[src/include/vlan_edit_pkg.sv]
package vlan_edit_pkg;

	// ----------------------------------------------------------------
	// register map (byte addresses, one 32-bit word each)
	// ----------------------------------------------------------------
	localparam logic [3:0] GLOBAL_REGION = 4'h0;
	localparam logic [3:0] PORT_REGION = 4'h1;
	localparam logic [3:0] RULE_REGION = 4'h2;
	localparam logic [7:0] CTRL_OFS = 8'h00;
	localparam logic [7:0] STATUS_OFS = 8'h04;
	localparam logic [7:0] DROP_MAP_OFS = 8'h08;
	localparam logic [7:0] MIRROR_TAG_OFS = 8'h0C;
	localparam logic [7:0] CPU_TAG_OFS = 8'h10;
	localparam logic [7:0] TPID0_OFS = 8'h14;
	localparam logic [7:0] TPID1_OFS = 8'h18;
	localparam logic [7:0] TPID2_OFS = 8'h1C;
	// per port: index in paddr[7:5], word in paddr[4:0]
	localparam logic [4:0] PORT_VLAN_OFS = 5'h00;
	localparam logic [4:0] TAG_CTRL_OFS = 5'h04;
	localparam logic [4:0] PCP_MAP0_OFS = 5'h08;
	localparam logic [4:0] PCP_MAP1_OFS = 5'h0C;
	localparam logic [4:0] DEI_MAP_OFS = 5'h10;
	// per rule: index in paddr[7:3], word in paddr[2:0]
	localparam logic [2:0] RULE_KEY_OFS = 3'h0;
	localparam logic [2:0] RULE_ACT_OFS = 3'h4;

	// ----------------------------------------------------------------
	// reset values and fixed codes
	// ----------------------------------------------------------------
	localparam logic [15:0] STD_TPID = 16'h8100;
	localparam logic [15:0] TPID_RST = 16'h88A8;
	localparam logic [3:0] DROP_MAP_RST = 4'hC;
	localparam logic [11:0] PORT_DEFAULT_VID_RST = 12'h001;
	// port tag modes
	localparam logic [1:0] TAG_ALL = 2'h0;
	localparam logic [1:0] TAG_EXCEPT_ZERO_DEFAULT = 2'h1;
	localparam logic [1:0] TAG_EXCEPT_ZERO = 2'h2;
	localparam logic [1:0] TAG_NONE = 2'h3;
	// pcp / dei field sources
	localparam logic [1:0] FIELD_CLASSIFIED = 2'h0;
	localparam logic [1:0] FIELD_PORT = 2'h1;
	// outer push selects
	localparam logic [1:0] OUTER_PORT_MODE = 2'h0;
	localparam logic [1:0] OUTER_TAG_A = 2'h1;
	localparam logic [1:0] OUTER_PORT_FORCED = 2'h2;

	// ----------------------------------------------------------------
	// carriers
	// ----------------------------------------------------------------
	typedef struct packed {
		logic [15:0] tpid;
		logic [2:0] pcp;
		logic dei;
		logic [11:0] vid;
	} tag_s;

	typedef struct packed {
		logic dei;
		logic [2:0] pcp;
		logic [11:0] port_default_vid;
	} port_vlan_s;

	typedef struct packed {
		logic [1:0] port_dei_select;
		logic [1:0] port_pcp_select;
		logic port_default_vid_select;
		logic [1:0] port_tpid_select;
		logic port_tag_require_prior_tag;
		logic [1:0] mode;
	} tag_ctrl_s;

	typedef struct packed {
		logic enable;
		logic [1:0] tpid_sel;
		logic [2:0] pcp;
		logic dei;
		logic [11:0] vid;
	} spec_cfg_s;

	typedef struct packed {
		logic valid;
		logic [11:0] vid;
	} rule_key_s;

	typedef struct packed {
		logic [1:0] tpid_sel;
		logic inner_sel;
		logic [1:0] outer_sel;
		logic lookup_pop_increment;
		logic [2:0] pcp;
		logic dei;
		logic [11:0] vid;
	} rule_act_s;

	typedef struct packed {
		logic [3:0] dst_port;
		logic [1:0] header_pop_count;
		logic arrived_tagged_flag;
		logic mirrored;
		logic to_cpu;
		logic mpls_encap;
		logic [11:0] classified_vid;
		logic [2:0] cls_pcp;
		logic cls_dei;
		logic [2:0] qos_class;
		logic [1:0] drop_precedence;
		logic [2:0][15:0] lead_etype;
	} frame_in_s;

	typedef struct packed {
		logic [3:0] dst_port;
		logic [1:0] pop_total;
		logic [2:0] push_count;
		logic after_mpls_smac;
		tag_s [3:0] push_stack;
	} frame_out_s;

endpackage

[src/hw/egress_vlan_tag_editor.sv]
// Function
// - five ordered steps per frame and destination
// - lookup only when enabled, action steers push
// - pop header pop count, zero to three
// - lookup hit may add one pop
// - never pop more than tags present
// - decide zero to three new tags
// - sources: port, lookup tag A, mirror, cpu
// - mirror and cpu tags sit outermost
// - with MPLS, special tags follow SMAC
// - require prior tag gates port tag unless outer select two forces it
// - three custom TPIDs chosen per port
// - four port tag modes on classified VID
// - port tag VID classified or default
// - default VID also means send untagged
// - no hit or selects zero: port tag
// - outer select one pushes tag A
// - drop precedence mapped to drop eligible
// - per port pcp/dei remap tables
//
// The APB slave port and the address map were left to the implementer.
`timescale 1ns/1ps

module egress_vlan_tag_editor #(
	parameter int PORTS = 4,
	parameter int RULES = 4
) (
	input wire logic pclk,
	input wire logic presetn,
	input wire logic psel,
	input wire logic penable,
	input wire logic pwrite,
	input wire logic [11:0] paddr,
	input wire logic [31:0] pwdata,
	output logic pready,
	output logic [31:0] prdata,
	output logic pslverr,
	input wire logic in_valid,
	input wire vlan_edit_pkg::frame_in_s in_frame,
	output logic in_ready,
	output logic out_valid,
	output vlan_edit_pkg::frame_out_s out_frame,
	input wire logic out_ready
);
	import vlan_edit_pkg::*;

	// ----------------------------------------------------------------
	// state
	// ----------------------------------------------------------------
	localparam int PW = (PORTS > 1) ? $clog2(PORTS) : 1;
	localparam int RW = (RULES > 1) ? $clog2(RULES) : 1;

	typedef enum logic [2:0] {ST_IDLE, ST_LOOKUP, ST_POP, ST_DECIDE, ST_BUILD, ST_PUSH} state_e;

	typedef struct packed {
		state_e st;
		logic lookup_en; // global lookup enable
		logic [3:0] drop_level_map; // drop eligible per drop precedence
		spec_cfg_s mirror_cfg;
		spec_cfg_s cpu_tag_select;
		logic [2:0][15:0] custom_tag_protocol_id;
		port_vlan_s [PORTS-1:0] pvlan;
		tag_ctrl_s [PORTS-1:0] tctrl;
		logic [PORTS-1:0][1:0][23:0] pcp_remap_table; // [port][de][class]
		logic [PORTS-1:0][15:0] dei_remap_table; // bit {de,class}
		rule_key_s [RULES-1:0] rkey;
		rule_act_s [RULES-1:0] ract;
		logic [15:0] frame_cnt; // frames handed downstream
		frame_in_s fr; // frame under edit
		logic hit;
		rule_act_s act;
		logic [1:0] pop;
		logic push_port;
		logic push_a;
		frame_out_s out;
		logic out_valid;
		logic in_ready;
		logic pready;
		logic pslverr;
		logic [31:0] prdata;
	} state_s;

	state_s q;
	state_s d;
	logic m_hit; // lookup match, raw
	rule_act_s m_act; // lookup action, raw

	// ----------------------------------------------------------------
	// helpers
	// ----------------------------------------------------------------
	// pick TPID
	function automatic logic [15:0] tpid_of(input logic [1:0] sel, input logic [2:0][15:0] tp);
		tpid_of = (sel == 2'h0) ? STD_TPID : tp[sel - 2'h1];
	endfunction

	// a leading ethertype counts as a tag if it is any known TPID
	function automatic logic is_tag(input logic [15:0] et, input logic [2:0][15:0] tp);
		is_tag = (et == STD_TPID) || (et == tp[0]) || (et == tp[1]) || (et == tp[2]);
	endfunction

	function automatic tag_s spec_tag(input spec_cfg_s c, input logic [2:0][15:0] tp);
		spec_tag = '{tpid: tpid_of(c.tpid_sel, tp), pcp: c.pcp, dei: c.dei, vid: c.vid};
	endfunction

	// ----------------------------------------------------------------
	// lookup table compare
	// ----------------------------------------------------------------
	rule_match #(
		.RULES(RULES)
	) u_match (
		.key_vid(q.fr.classified_vid),
		.keys(q.rkey),
		.acts(q.ract),
		.hit(m_hit),
		.act(m_act)
	);

	// ----------------------------------------------------------------
	// next state: register bus and frame steps
	// ----------------------------------------------------------------
	always_comb
	begin
		logic rd; // setup cycle
		logic wr; // completing write
		logic err;
		logic [31:0] rdata;
		logic [PW-1:0] pi; // bus port index
		logic [RW-1:0] ri; // bus rule index
		logic [PW-1:0] fp; // frame port index
		logic [2:0] req;
		logic [1:0] present;
		logic [1:0] outer;
		logic mode_ok;
		logic de;
		logic [2:0] n;
		tag_s pt;
		d = q;
		rd = psel && !penable;
		wr = psel && penable && q.pready && pwrite;
		err = 1'b0;
		rdata = '0;
		pi = paddr[5 +: PW];
		ri = paddr[3 +: RW];
		fp = q.fr.dst_port[PW-1:0];
		req = '0;
		present = '0;
		outer = OUTER_PORT_MODE;
		mode_ok = 1'b0;
		de = q.drop_level_map[q.fr.drop_precedence];
		n = '0;
		pt = '0;

		// one decode serves the read at setup and the write at completion
		unique case (paddr[11:8])
			GLOBAL_REGION:
			begin
				case (paddr[7:0])
					CTRL_OFS:
					begin
						rdata = {31'h0, q.lookup_en};
						if (wr) d.lookup_en = pwdata[0];
					end
					// read-only, writes ignored
					STATUS_OFS: rdata = {q.st != ST_IDLE, 15'h0, q.frame_cnt};
					DROP_MAP_OFS:
					begin
						rdata = {28'h0, q.drop_level_map};
						if (wr) d.drop_level_map = pwdata[3:0];
					end
					MIRROR_TAG_OFS:
					begin
						rdata = 32'(q.mirror_cfg);
						if (wr) d.mirror_cfg = pwdata[$bits(spec_cfg_s)-1:0];
					end
					CPU_TAG_OFS:
					begin
						rdata = 32'(q.cpu_tag_select);
						if (wr) d.cpu_tag_select = pwdata[$bits(spec_cfg_s)-1:0];
					end
					TPID0_OFS, TPID1_OFS, TPID2_OFS:
					begin
						rdata = {16'h0, q.custom_tag_protocol_id[paddr[3:2] - 2'h1]};
						if (wr) d.custom_tag_protocol_id[paddr[3:2] - 2'h1] = pwdata[15:0];
					end
					default: err = 1'b1;
				endcase
			end
			PORT_REGION:
			begin
				// ports above the configured count are unmapped
				if (int'(paddr[7:5]) >= PORTS) err = 1'b1;
				else
				begin
					case (paddr[4:0])
						PORT_VLAN_OFS:
						begin
							rdata = 32'(q.pvlan[pi]);
							if (wr) d.pvlan[pi] = pwdata[$bits(port_vlan_s)-1:0];
						end
						TAG_CTRL_OFS:
						begin
							rdata = 32'(q.tctrl[pi]);
							if (wr) d.tctrl[pi] = pwdata[$bits(tag_ctrl_s)-1:0];
						end
						PCP_MAP0_OFS, PCP_MAP1_OFS:
						begin
							rdata = {8'h0, q.pcp_remap_table[pi][paddr[2]]};
							if (wr) d.pcp_remap_table[pi][paddr[2]] = pwdata[23:0];
						end
						DEI_MAP_OFS:
						begin
							rdata = {16'h0, q.dei_remap_table[pi]};
							if (wr) d.dei_remap_table[pi] = pwdata[15:0];
						end
						default: err = 1'b1;
					endcase
				end
			end
			RULE_REGION:
			begin
				if (int'(paddr[7:3]) >= RULES) err = 1'b1;
				else if (paddr[2:0] == RULE_KEY_OFS)
				begin
					rdata = 32'(q.rkey[ri]);
					if (wr) d.rkey[ri] = pwdata[$bits(rule_key_s)-1:0];
				end
				else if (paddr[2:0] == RULE_ACT_OFS)
				begin
					rdata = 32'(q.ract[ri]);
					if (wr) d.ract[ri] = pwdata[$bits(rule_act_s)-1:0];
				end
				else err = 1'b1;
			end
			default: err = 1'b1;
		endcase

		// answer one cycle after setup: no wait states
		d.pready = rd;
		d.pslverr = rd && err;
		if (rd && !pwrite) d.prdata = rdata;

		unique case (q.st)
			ST_IDLE:
			begin
				if (in_valid && q.in_ready)
				begin
					d.fr = in_frame;
					d.in_ready = 1'b0;
					d.st = ST_LOOKUP;
				end
			end
			ST_LOOKUP:
			begin
				d.hit = q.lookup_en && m_hit;
				d.act = m_act;
				d.st = ST_POP;
			end
			ST_POP:
			begin
				// count consecutive leading tags
				if (is_tag(q.fr.lead_etype[0], q.custom_tag_protocol_id))
				begin
					present = 2'h1;
					if (is_tag(q.fr.lead_etype[1], q.custom_tag_protocol_id))
					begin
						present = 2'h2;
						if (is_tag(q.fr.lead_etype[2], q.custom_tag_protocol_id))
							present = 2'h3;
					end
				end
				req = {1'b0, q.fr.header_pop_count} + {2'h0, q.hit && q.act.lookup_pop_increment};
				d.pop = (req > {1'b0, present}) ? present : req[1:0];
				d.st = ST_DECIDE;
			end
			ST_DECIDE:
			begin
				unique case (q.tctrl[fp].mode)
					TAG_ALL: mode_ok = 1'b1;
					TAG_EXCEPT_ZERO_DEFAULT: mode_ok = (q.fr.classified_vid != 12'h000)
						&& (q.fr.classified_vid != q.pvlan[fp].port_default_vid);
					TAG_EXCEPT_ZERO: mode_ok = (q.fr.classified_vid != 12'h000);
					TAG_NONE: mode_ok = 1'b0;
				endcase
				if (q.tctrl[fp].port_tag_require_prior_tag && !q.fr.arrived_tagged_flag)
					mode_ok = 1'b0;
				// no hit, port tag
				// inner select is not decoded: no inner tag is ever pushed
				if (q.hit) outer = q.act.outer_sel;
				d.push_a = (outer == OUTER_TAG_A);
				// port tag only for a configured destination port
				d.push_port = (int'(q.fr.dst_port) < PORTS)
					&& (((outer == OUTER_PORT_MODE) && mode_ok) || (outer == OUTER_PORT_FORCED));
				d.st = ST_BUILD;
			end
			ST_BUILD:
			begin
				pt.tpid = tpid_of(q.tctrl[fp].port_tpid_select, q.custom_tag_protocol_id);
				pt.vid = q.tctrl[fp].port_default_vid_select ? q.pvlan[fp].port_default_vid
					: q.fr.classified_vid;
				unique case (q.tctrl[fp].port_pcp_select)
					FIELD_CLASSIFIED: pt.pcp = q.fr.cls_pcp;
					FIELD_PORT: pt.pcp = q.pvlan[fp].pcp;
					default: pt.pcp = q.pcp_remap_table[fp][de][3 * int'(q.fr.qos_class) +: 3];
				endcase
				unique case (q.tctrl[fp].port_dei_select)
					FIELD_CLASSIFIED: pt.dei = q.fr.cls_dei;
					FIELD_PORT: pt.dei = q.pvlan[fp].dei;
					default: pt.dei = q.dei_remap_table[fp][{de, q.fr.qos_class}];
				endcase
				d.out = '0;
				d.out.dst_port = q.fr.dst_port;
				d.out.pop_total = q.pop;
				if (q.fr.mirrored && q.mirror_cfg.enable)
				begin
					d.out.push_stack[n[1:0]] = spec_tag(q.mirror_cfg, q.custom_tag_protocol_id);
					n = n + 3'h1;
				end
				if (q.fr.to_cpu && q.cpu_tag_select.enable)
				begin
					d.out.push_stack[n[1:0]] = spec_tag(q.cpu_tag_select, q.custom_tag_protocol_id);
					n = n + 3'h1;
				end
				d.out.after_mpls_smac = q.fr.mpls_encap && (n != 3'h0);
				if (q.push_a)
				begin
					d.out.push_stack[n[1:0]] = '{tpid: tpid_of(q.act.tpid_sel,
						q.custom_tag_protocol_id), pcp: q.act.pcp, dei: q.act.dei, vid: q.act.vid};
					n = n + 3'h1;
				end
				else if (q.push_port)
				begin
					d.out.push_stack[n[1:0]] = pt;
					n = n + 3'h1;
				end
				d.out.push_count = n;
				d.out_valid = 1'b1;
				d.st = ST_PUSH;
			end
			ST_PUSH:
			begin
				// hold the result until downstream takes it
				if (out_ready)
				begin
					d.out_valid = 1'b0;
					d.in_ready = 1'b1;
					d.frame_cnt = q.frame_cnt + 16'h1;
					d.st = ST_IDLE;
				end
			end
		endcase
	end

	// ----------------------------------------------------------------
	// state register
	// ----------------------------------------------------------------
	always_ff @(posedge pclk or negedge presetn)
	begin
		if (!presetn)
		begin
			q <= '0;
			q.st <= ST_IDLE;
			q.in_ready <= 1'b1;
			q.drop_level_map <= DROP_MAP_RST;
			q.custom_tag_protocol_id <= {3{TPID_RST}};
			for (int i = 0; i < PORTS; i++)
				q.pvlan[i].port_default_vid <= PORT_DEFAULT_VID_RST;
		end
		else
			q <= d;
	end

	// outputs straight from the state register
	assign pready = q.pready;
	assign prdata = q.prdata;
	assign pslverr = q.pslverr;
	assign in_ready = q.in_ready;
	assign out_valid = q.out_valid;
	assign out_frame = q.out;

endmodule

[src/hw/rule_match.sv]
`timescale 1ns/1ps

// ----------------------------------------------------------------
// egress rule lookup: lowest matching entry wins
// ----------------------------------------------------------------
module rule_match #(
	parameter int RULES = 4
) (
	input wire logic [11:0] key_vid,
	input wire vlan_edit_pkg::rule_key_s [RULES-1:0] keys,
	input wire vlan_edit_pkg::rule_act_s [RULES-1:0] acts,
	output logic hit,
	output vlan_edit_pkg::rule_act_s act
);
	import vlan_edit_pkg::*;

	// scan downward so the lowest index is the last to write
	always_comb
	begin
		hit = 1'b0;
		act = '0;
		for (int i = RULES - 1; i >= 0; i--)
		begin
			// only armed entries take part
			if (keys[i].valid && keys[i].vid == key_vid)
			begin
				hit = 1'b1;
				act = acts[i];
			end
		end
	end

endmodule

[config.mk]
export PLATFORM = sky130hd
export DESIGN_NAME = egress_vlan_tag_editor
export DESIGN_NICKNAME = d
export VERILOG_FILES = /design/src/include/vlan_edit_pkg.sv /design/src/hw/egress_vlan_tag_editor.sv /design/src/hw/rule_match.sv
export SDC_FILE = /design/constraint.sdc
export NUM_CORES = 2
export LEC_CHECK = 0
export ABC_AREA = 0
export BUFFER_PORTS_ARGS = -buffer_cell sky130_fd_sc_hd__buf_2
export CORE_MARGIN = 3
export CORE_UTILIZATION = 45
export CTS_BUF_LIST = sky130_fd_sc_hd__clkbuf_4
export CTS_CLUSTER_DIAMETER = 200
export DETAILED_ROUTE_END_ITERATION = 8
export GPL_TIMING_DRIVEN = 1
export HOLD_SLACK_MARGIN = 0.15
export PLACE_DENSITY = 0.65
export SETUP_SLACK_MARGIN = 0.05
export SYNTH_ARGS = -nofsm -noshare
export SYNTH_HDL_FRONTEND = slang
export SYNTH_SLANG_ARGS = --single-unit
[constraint.sdc]
create_clock -name pclk -period 7.9 [get_ports pclk]
set_input_delay 0.395 -clock pclk [delete_from_list [all_inputs] [get_ports pclk]]
set_output_delay 0.395 -clock pclk [all_outputs]
set_load 0.05 [all_outputs]
Word level (Yosys, flattened, before mapping)
Cells that the tools add are included.
Storage, ports and cells
  output and inout bits: 174
  flip-flop bits (word level): 889
  ROM bits: 0
  memories: 0
  bits in writable memories: 0
  latch bits: 0
Cells by class
  shifts and indexed selects: 1
  reductions and logical operators: 77
  mux-type cells: 126
  $add $sub $neg: 9
  equal/unequal tests: 45
  order comparisons: 24
  bitwise operators: 3
  $mul: 1
  divide/modulo/power cells: 0
Operator list (number)
  $mux W128: 4
  $bwmux W128: 3
  $bmux W16 S2: 9
  $mux W16: 15
  $mux W22: 9
  $bmux W48 S2: 2
  $bwmux W192: 1
  $pmux W32 S6: 1
  $eq A16 B16 Y1: 9
  $mux W24: 6
  $mux W48: 3
  $bwmux W64: 2
  $demux W32 S2: 2
  $mux W32: 4
  $demux W48 S2: 1
  $pmux W24 S4: 1
  $pmux W32 S3: 1
  $bwmux W88: 1
  $demux W16 S2: 2
  $bwmux W52: 1
  $bwmux W48: 1
  $eq A12 B12 Y1: 4
  $eq A16 B16 Y1 const B: 3
  $bmux W22 S2: 1
  other kinds (70): 200

Depth between registers and ports, before layout
  depth after elaboration: 13
  depth in mapped cells: 15

Cells and area by module
From an unflattened synthesis, not the netlist that was laid out.
Unflattened totals
  cell total of the unflattened synthesis: 4134
  area total of the unflattened synthesis: 50093.0 µm²
By module, submodules not included
  egress_vlan_tag_editor: seq. area each 22098.7 µm², times used 1, area each 48703.0 µm², cells each 3967
  rule_match: seq. area each 0.0 µm², times used 1, area each 1390.1 µm², cells each 167

Worst setup path after synthesis
No wires, ideal clock.
  path type: register to register
  start: reg q[276] (netlist name)
  end: reg q (netlist bit out_frame[53])
  arrival: 3306 ps
  buffers on the path: 6
  setup time: 132 ps
  stages on the path, launching flop included: 16
  period minus slack after synthesis: 3438 ps
  data required time: 7768 ps
  path slack: 4462 ps
  cells stage by stage: dfrtp_1 > buf_6 > buf_6 > buf_6 > buf_4 > mux4_2 > inv_1 > ha_1 > clkbuf_1 > clkbuf_1 > mux2_2 > nand2_1 > a21oi_1 > a22o_1 > a222oi_1 > o21ai_1
On the way
  longest elaborated chain between the ends: 9
RTL lines
  from (decl): line egress_vlan_tag_editor.sv:83  | state_s q;
  $bmux W10 S2 *: line egress_vlan_tag_editor.sv:297  | pt.tpid = tpid_of(q.tctrl[fp].port_tpid_select, q.custom_tag_protocol_id);
  $mux W10 *
  $sub A2 B1 Y2: line egress_vlan_tag_editor.sv:93  | tpid_of = (sel == 2'h0) ? STD_TPID : tp[sel - 2'h1];
  $bmux W16 S2: line egress_vlan_tag_editor.sv:93
  $mux W16 (implied by the code): line egress_vlan_tag_editor.sv:93
  $mux W16 *: line egress_vlan_tag_editor.sv:93
  $bwmux W128 *: line egress_vlan_tag_editor.sv:332  | d.out.push_stack[n[1:0]] = pt;
  $mux W128 *: line egress_vlan_tag_editor.sv:330  | else if (q.push_port)
  $mux W128 *: line egress_vlan_tag_editor.sv:324  | if (q.push_a)
Mark *: on every way between the ends. The rest lies on a longest branch, timed or not. The select of a mux whose other input is x is not followed.
A chain may end at the register's enable or synchronous reset.

Worst setup path in the final report
  start: reg q[276] (netlist name)
  end: reg q (netlist bit out_frame[63])
The elaborated chain is that of the path after synthesis.

==> flow_summary.ini <==
[status]
status = complete, no violations

[cts]
ctsRootBufferMaster = clkbuf_4
clock_path_buffers = 3
clkSinkCount = 882
numCtsBuffers = 234
cts_tree = done
clock_latency_ps = 1180
cts.clk_slew.worst_paths_ps = 70
cts_max_level = 4
postCtsResizedCells = 0

[route]
met2_wirelength_um = 74720
m1WireLength_um = 69250
drtPass1Iterations = 9
avgRoutedWirePerCell_um = 27.00
first_iter_violations = 4263
dr.max_layer_used = met5
drt_wl_total_um = 166400
drc_errors = 0
wl_met3_um = 15550
postRouteAntennaNets = 0
vias = 37940
via_per_inst = 6.157

[global_routing]
grt_pass1_wl_um = 249000
antenna_found_initial = 9
grt_usage_pct = 28.64
grt_pass1_vias = 37650
grt_max_degree = 158
grt_overflow = 0

[sta]
finalHoldViolCount = 0
setup_viol = 0
skew_ps = 101.7
min_period_ps = 4746
tightest_slew_ps = 1261
worst_slack_ps = 3154
fmax_mhz = 210.7
rsz0062_at_grt = false
slew_headroom_pct = 15.91
fin_crit_sh_pct = 60.08
fin_tns_setup_ps = 0
drv_slew = 0

[final_layout]
postLayoutCoreUtil_pct = 51.60
instances_no_fill = 6162
nNetsFinal = 4636
area_growth_pct = 13.35
drive_gt1_share_pct = 35.11

[die]
initial_core_util_pct = 45.52
num_io_pins = 304
rows = 121
core-area_mm2 = 0.1093
die_h_um = 338.5
die_area_mm2 = 0.1146
fp.dieW_um = 338.5

[worst_setup_path]
rr_endpoint = out_frame[63]
worstReg2RegStart = q[276]
endpoint_kind = register
path_class = reg -> reg
start_kind = register
reg2reg_depth = 10
critPathBufInv = 2
reg2reg_slack_ps = 3150
cp_top_family = compound AO/OA/AOI/OAI gates
slowest_delay_ps = 970
critPathArrivalTime_ps = 5700
crit_chain = buf_12 > mux4_2 > inv_1 > ha_1 > mux2i_1 > nor2b_1 > a311oi_1 > o22ai_1 > a21oi_1 > o21ai_1
cp_slowest_cell = ha_1
critPathRequiredTime_ps = 8860
path_max_fanout = 64

[synth]
synth-warning-count = 0
ys_ff_latch = 882
syn_area_mm2 = 0.04976
syn_area_per_cell_um2 = 11.77
synthCells = 4227
synth_top_cell_area_share_pct = 43.25
async_reset_ff_share_pct = 100.0
synthTopCellsByArea = dfrtp_1, mux2_2, mux4_2, mux2_1, buf_4
synth_flop_cell = dfrtp_1
ys_types = 79
synth_most_common_cell = dfrtp_1
synth_edf_count = 0
synth.largest_area_cell = dfrtp_1
ys_seq_area_share_pct = 44.41
synth_common_cells = dfrtp_1, mux2_2, clkbuf_1, nand2_1, mux4_2

[pwr]
p_leak_uw = 0.02572
pwr-share-comb_pct = 24.8
p_sw_share_pct = 36.33
seqPwrFrac_pct = 42.8
p_per_area_mw_per_mm2 = 233.7
clockPowerShare_pct = 32.4
p_total_uw = 13180
p_sw_uw = 4787
p_int_uw = 8391
vdd_drop_max_mv = 0.1739

[hold_path]
holdPathEnd = q[879]
holdPathStages = 4
min-delay-start = pwdata[16]
min-delay-path-class = in -> reg

[place]
gp_congestion = 0.9514
place_ws_ps = 3161
dp.cells = 5489
dp_hpwl_um = 110100
numPortBuffers = 288

[flow_run]
max-cap-violations = 0
[layer usage]
layer | vias to the layer above | global-route usage [%]
met1 | 19550 | 39.25
met2 | 1895 | 43.32
li1 | 16150 | -
met3 | 343 | 7.353
met4 | 6 | 12.01
met5 | - | 0
[power groups by stage]
stage	combinational, uW	sequential (uW)	clock, uW
global placement	3070	5690	0
detailed placement	3100	5700	0
CTS	3250	5610	4350
floorplan	2690	5210	0
finish	3270	5640	4270
global route	3510	5680	4620
[timing repair]
item	in CTS	in global routing
endpoints found under the hold margin	1516	0
setup buffers	0	0
hold buffers	241	0
[state kept, by name, indices dropped and copies added, names as in the netlist]
| name | cells |
|---|---|
| q | 715 |
| pslverr | 1 |
| pready | 1 |
| prdata | 25 |
| in_ready | 1 |
| out_valid | 1 |
| out_frame | 138 |
[layout by cell type (no fill, tap or decap), drive strengths merged, types with 15 or more instances in the layout]
cell type	instances
dfrtp	860
mux2	759
clkbuf	373
buf	360
nand2	281
dlygate4sd3	240
mux4	218
a21oi	159
nor2	155
o21ai	136
xor2	113
xnor2	107
nand3	81
mux2i	63
a22oi	56
nor4	47
a221oi	45
clkinv	40
nor3	40
nand4	34
o22ai	33
inv	32
a31oi	30
and2	29
nand2b	28
nor3b	22
dfstp	22
a22o	21
o311ai	21
o221ai	20
a211oi	19
and3	18
a222oi	17
o2bb2ai	16
a21o	16
nor2b	15
ha	15
[kinds of logic after synthesis]
family          synth area share [%]
simple gates                   7.710
fa+ha+maj                     0.4375
mux                            28.31
compound gates                 9.093
buf+inv                        6.158
other cells                 0.007536
flops                          44.41
xor+xnor                       3.872
[final cells by class]
type / count / area [um^2]
tap: 1476 / 1847
timing repair buffer: 600 / 4473
inverter: 27 / 101.3
multi-input combinational: 2745 / 24700
fill: 9699 / 52910
clock buffer: 373 / 2800
sequential: 882 / 22110
antenna: 9 / 22.52
clock inverter: 50 / 351.6
[stage by stage]
step	hold slack (ps)	area [um^2]
after floorplan	99.41	49780
after global placement	454.9	50800
after detailed placement	459.4	50800
after CTS	161.1	56380
after global routing	231.7	56390
final	270.6	56400
[worst max-delay path by stage]
stage	start	end	slack, ps	cells after the start
floorplan	q[276]	out_frame[53]	4460	15
global placement	q[276]	out_frame[63]	3220	10
detailed placement	q[276]	out_frame[63]	3160	10
CTS	q[276]	out_frame[63]	3130	10
global route	q[276]	out_frame[63]	2780	10
finish	q[276]	out_frame[63]	3150	10
[worst min-delay path, cell delays in order]
cell           delay, ps
dlygate4sd3_1        550
buf_2                260
nand2_1              100
o21ai_0               80
No activity file was read; power rests on OpenSTA's default activity.
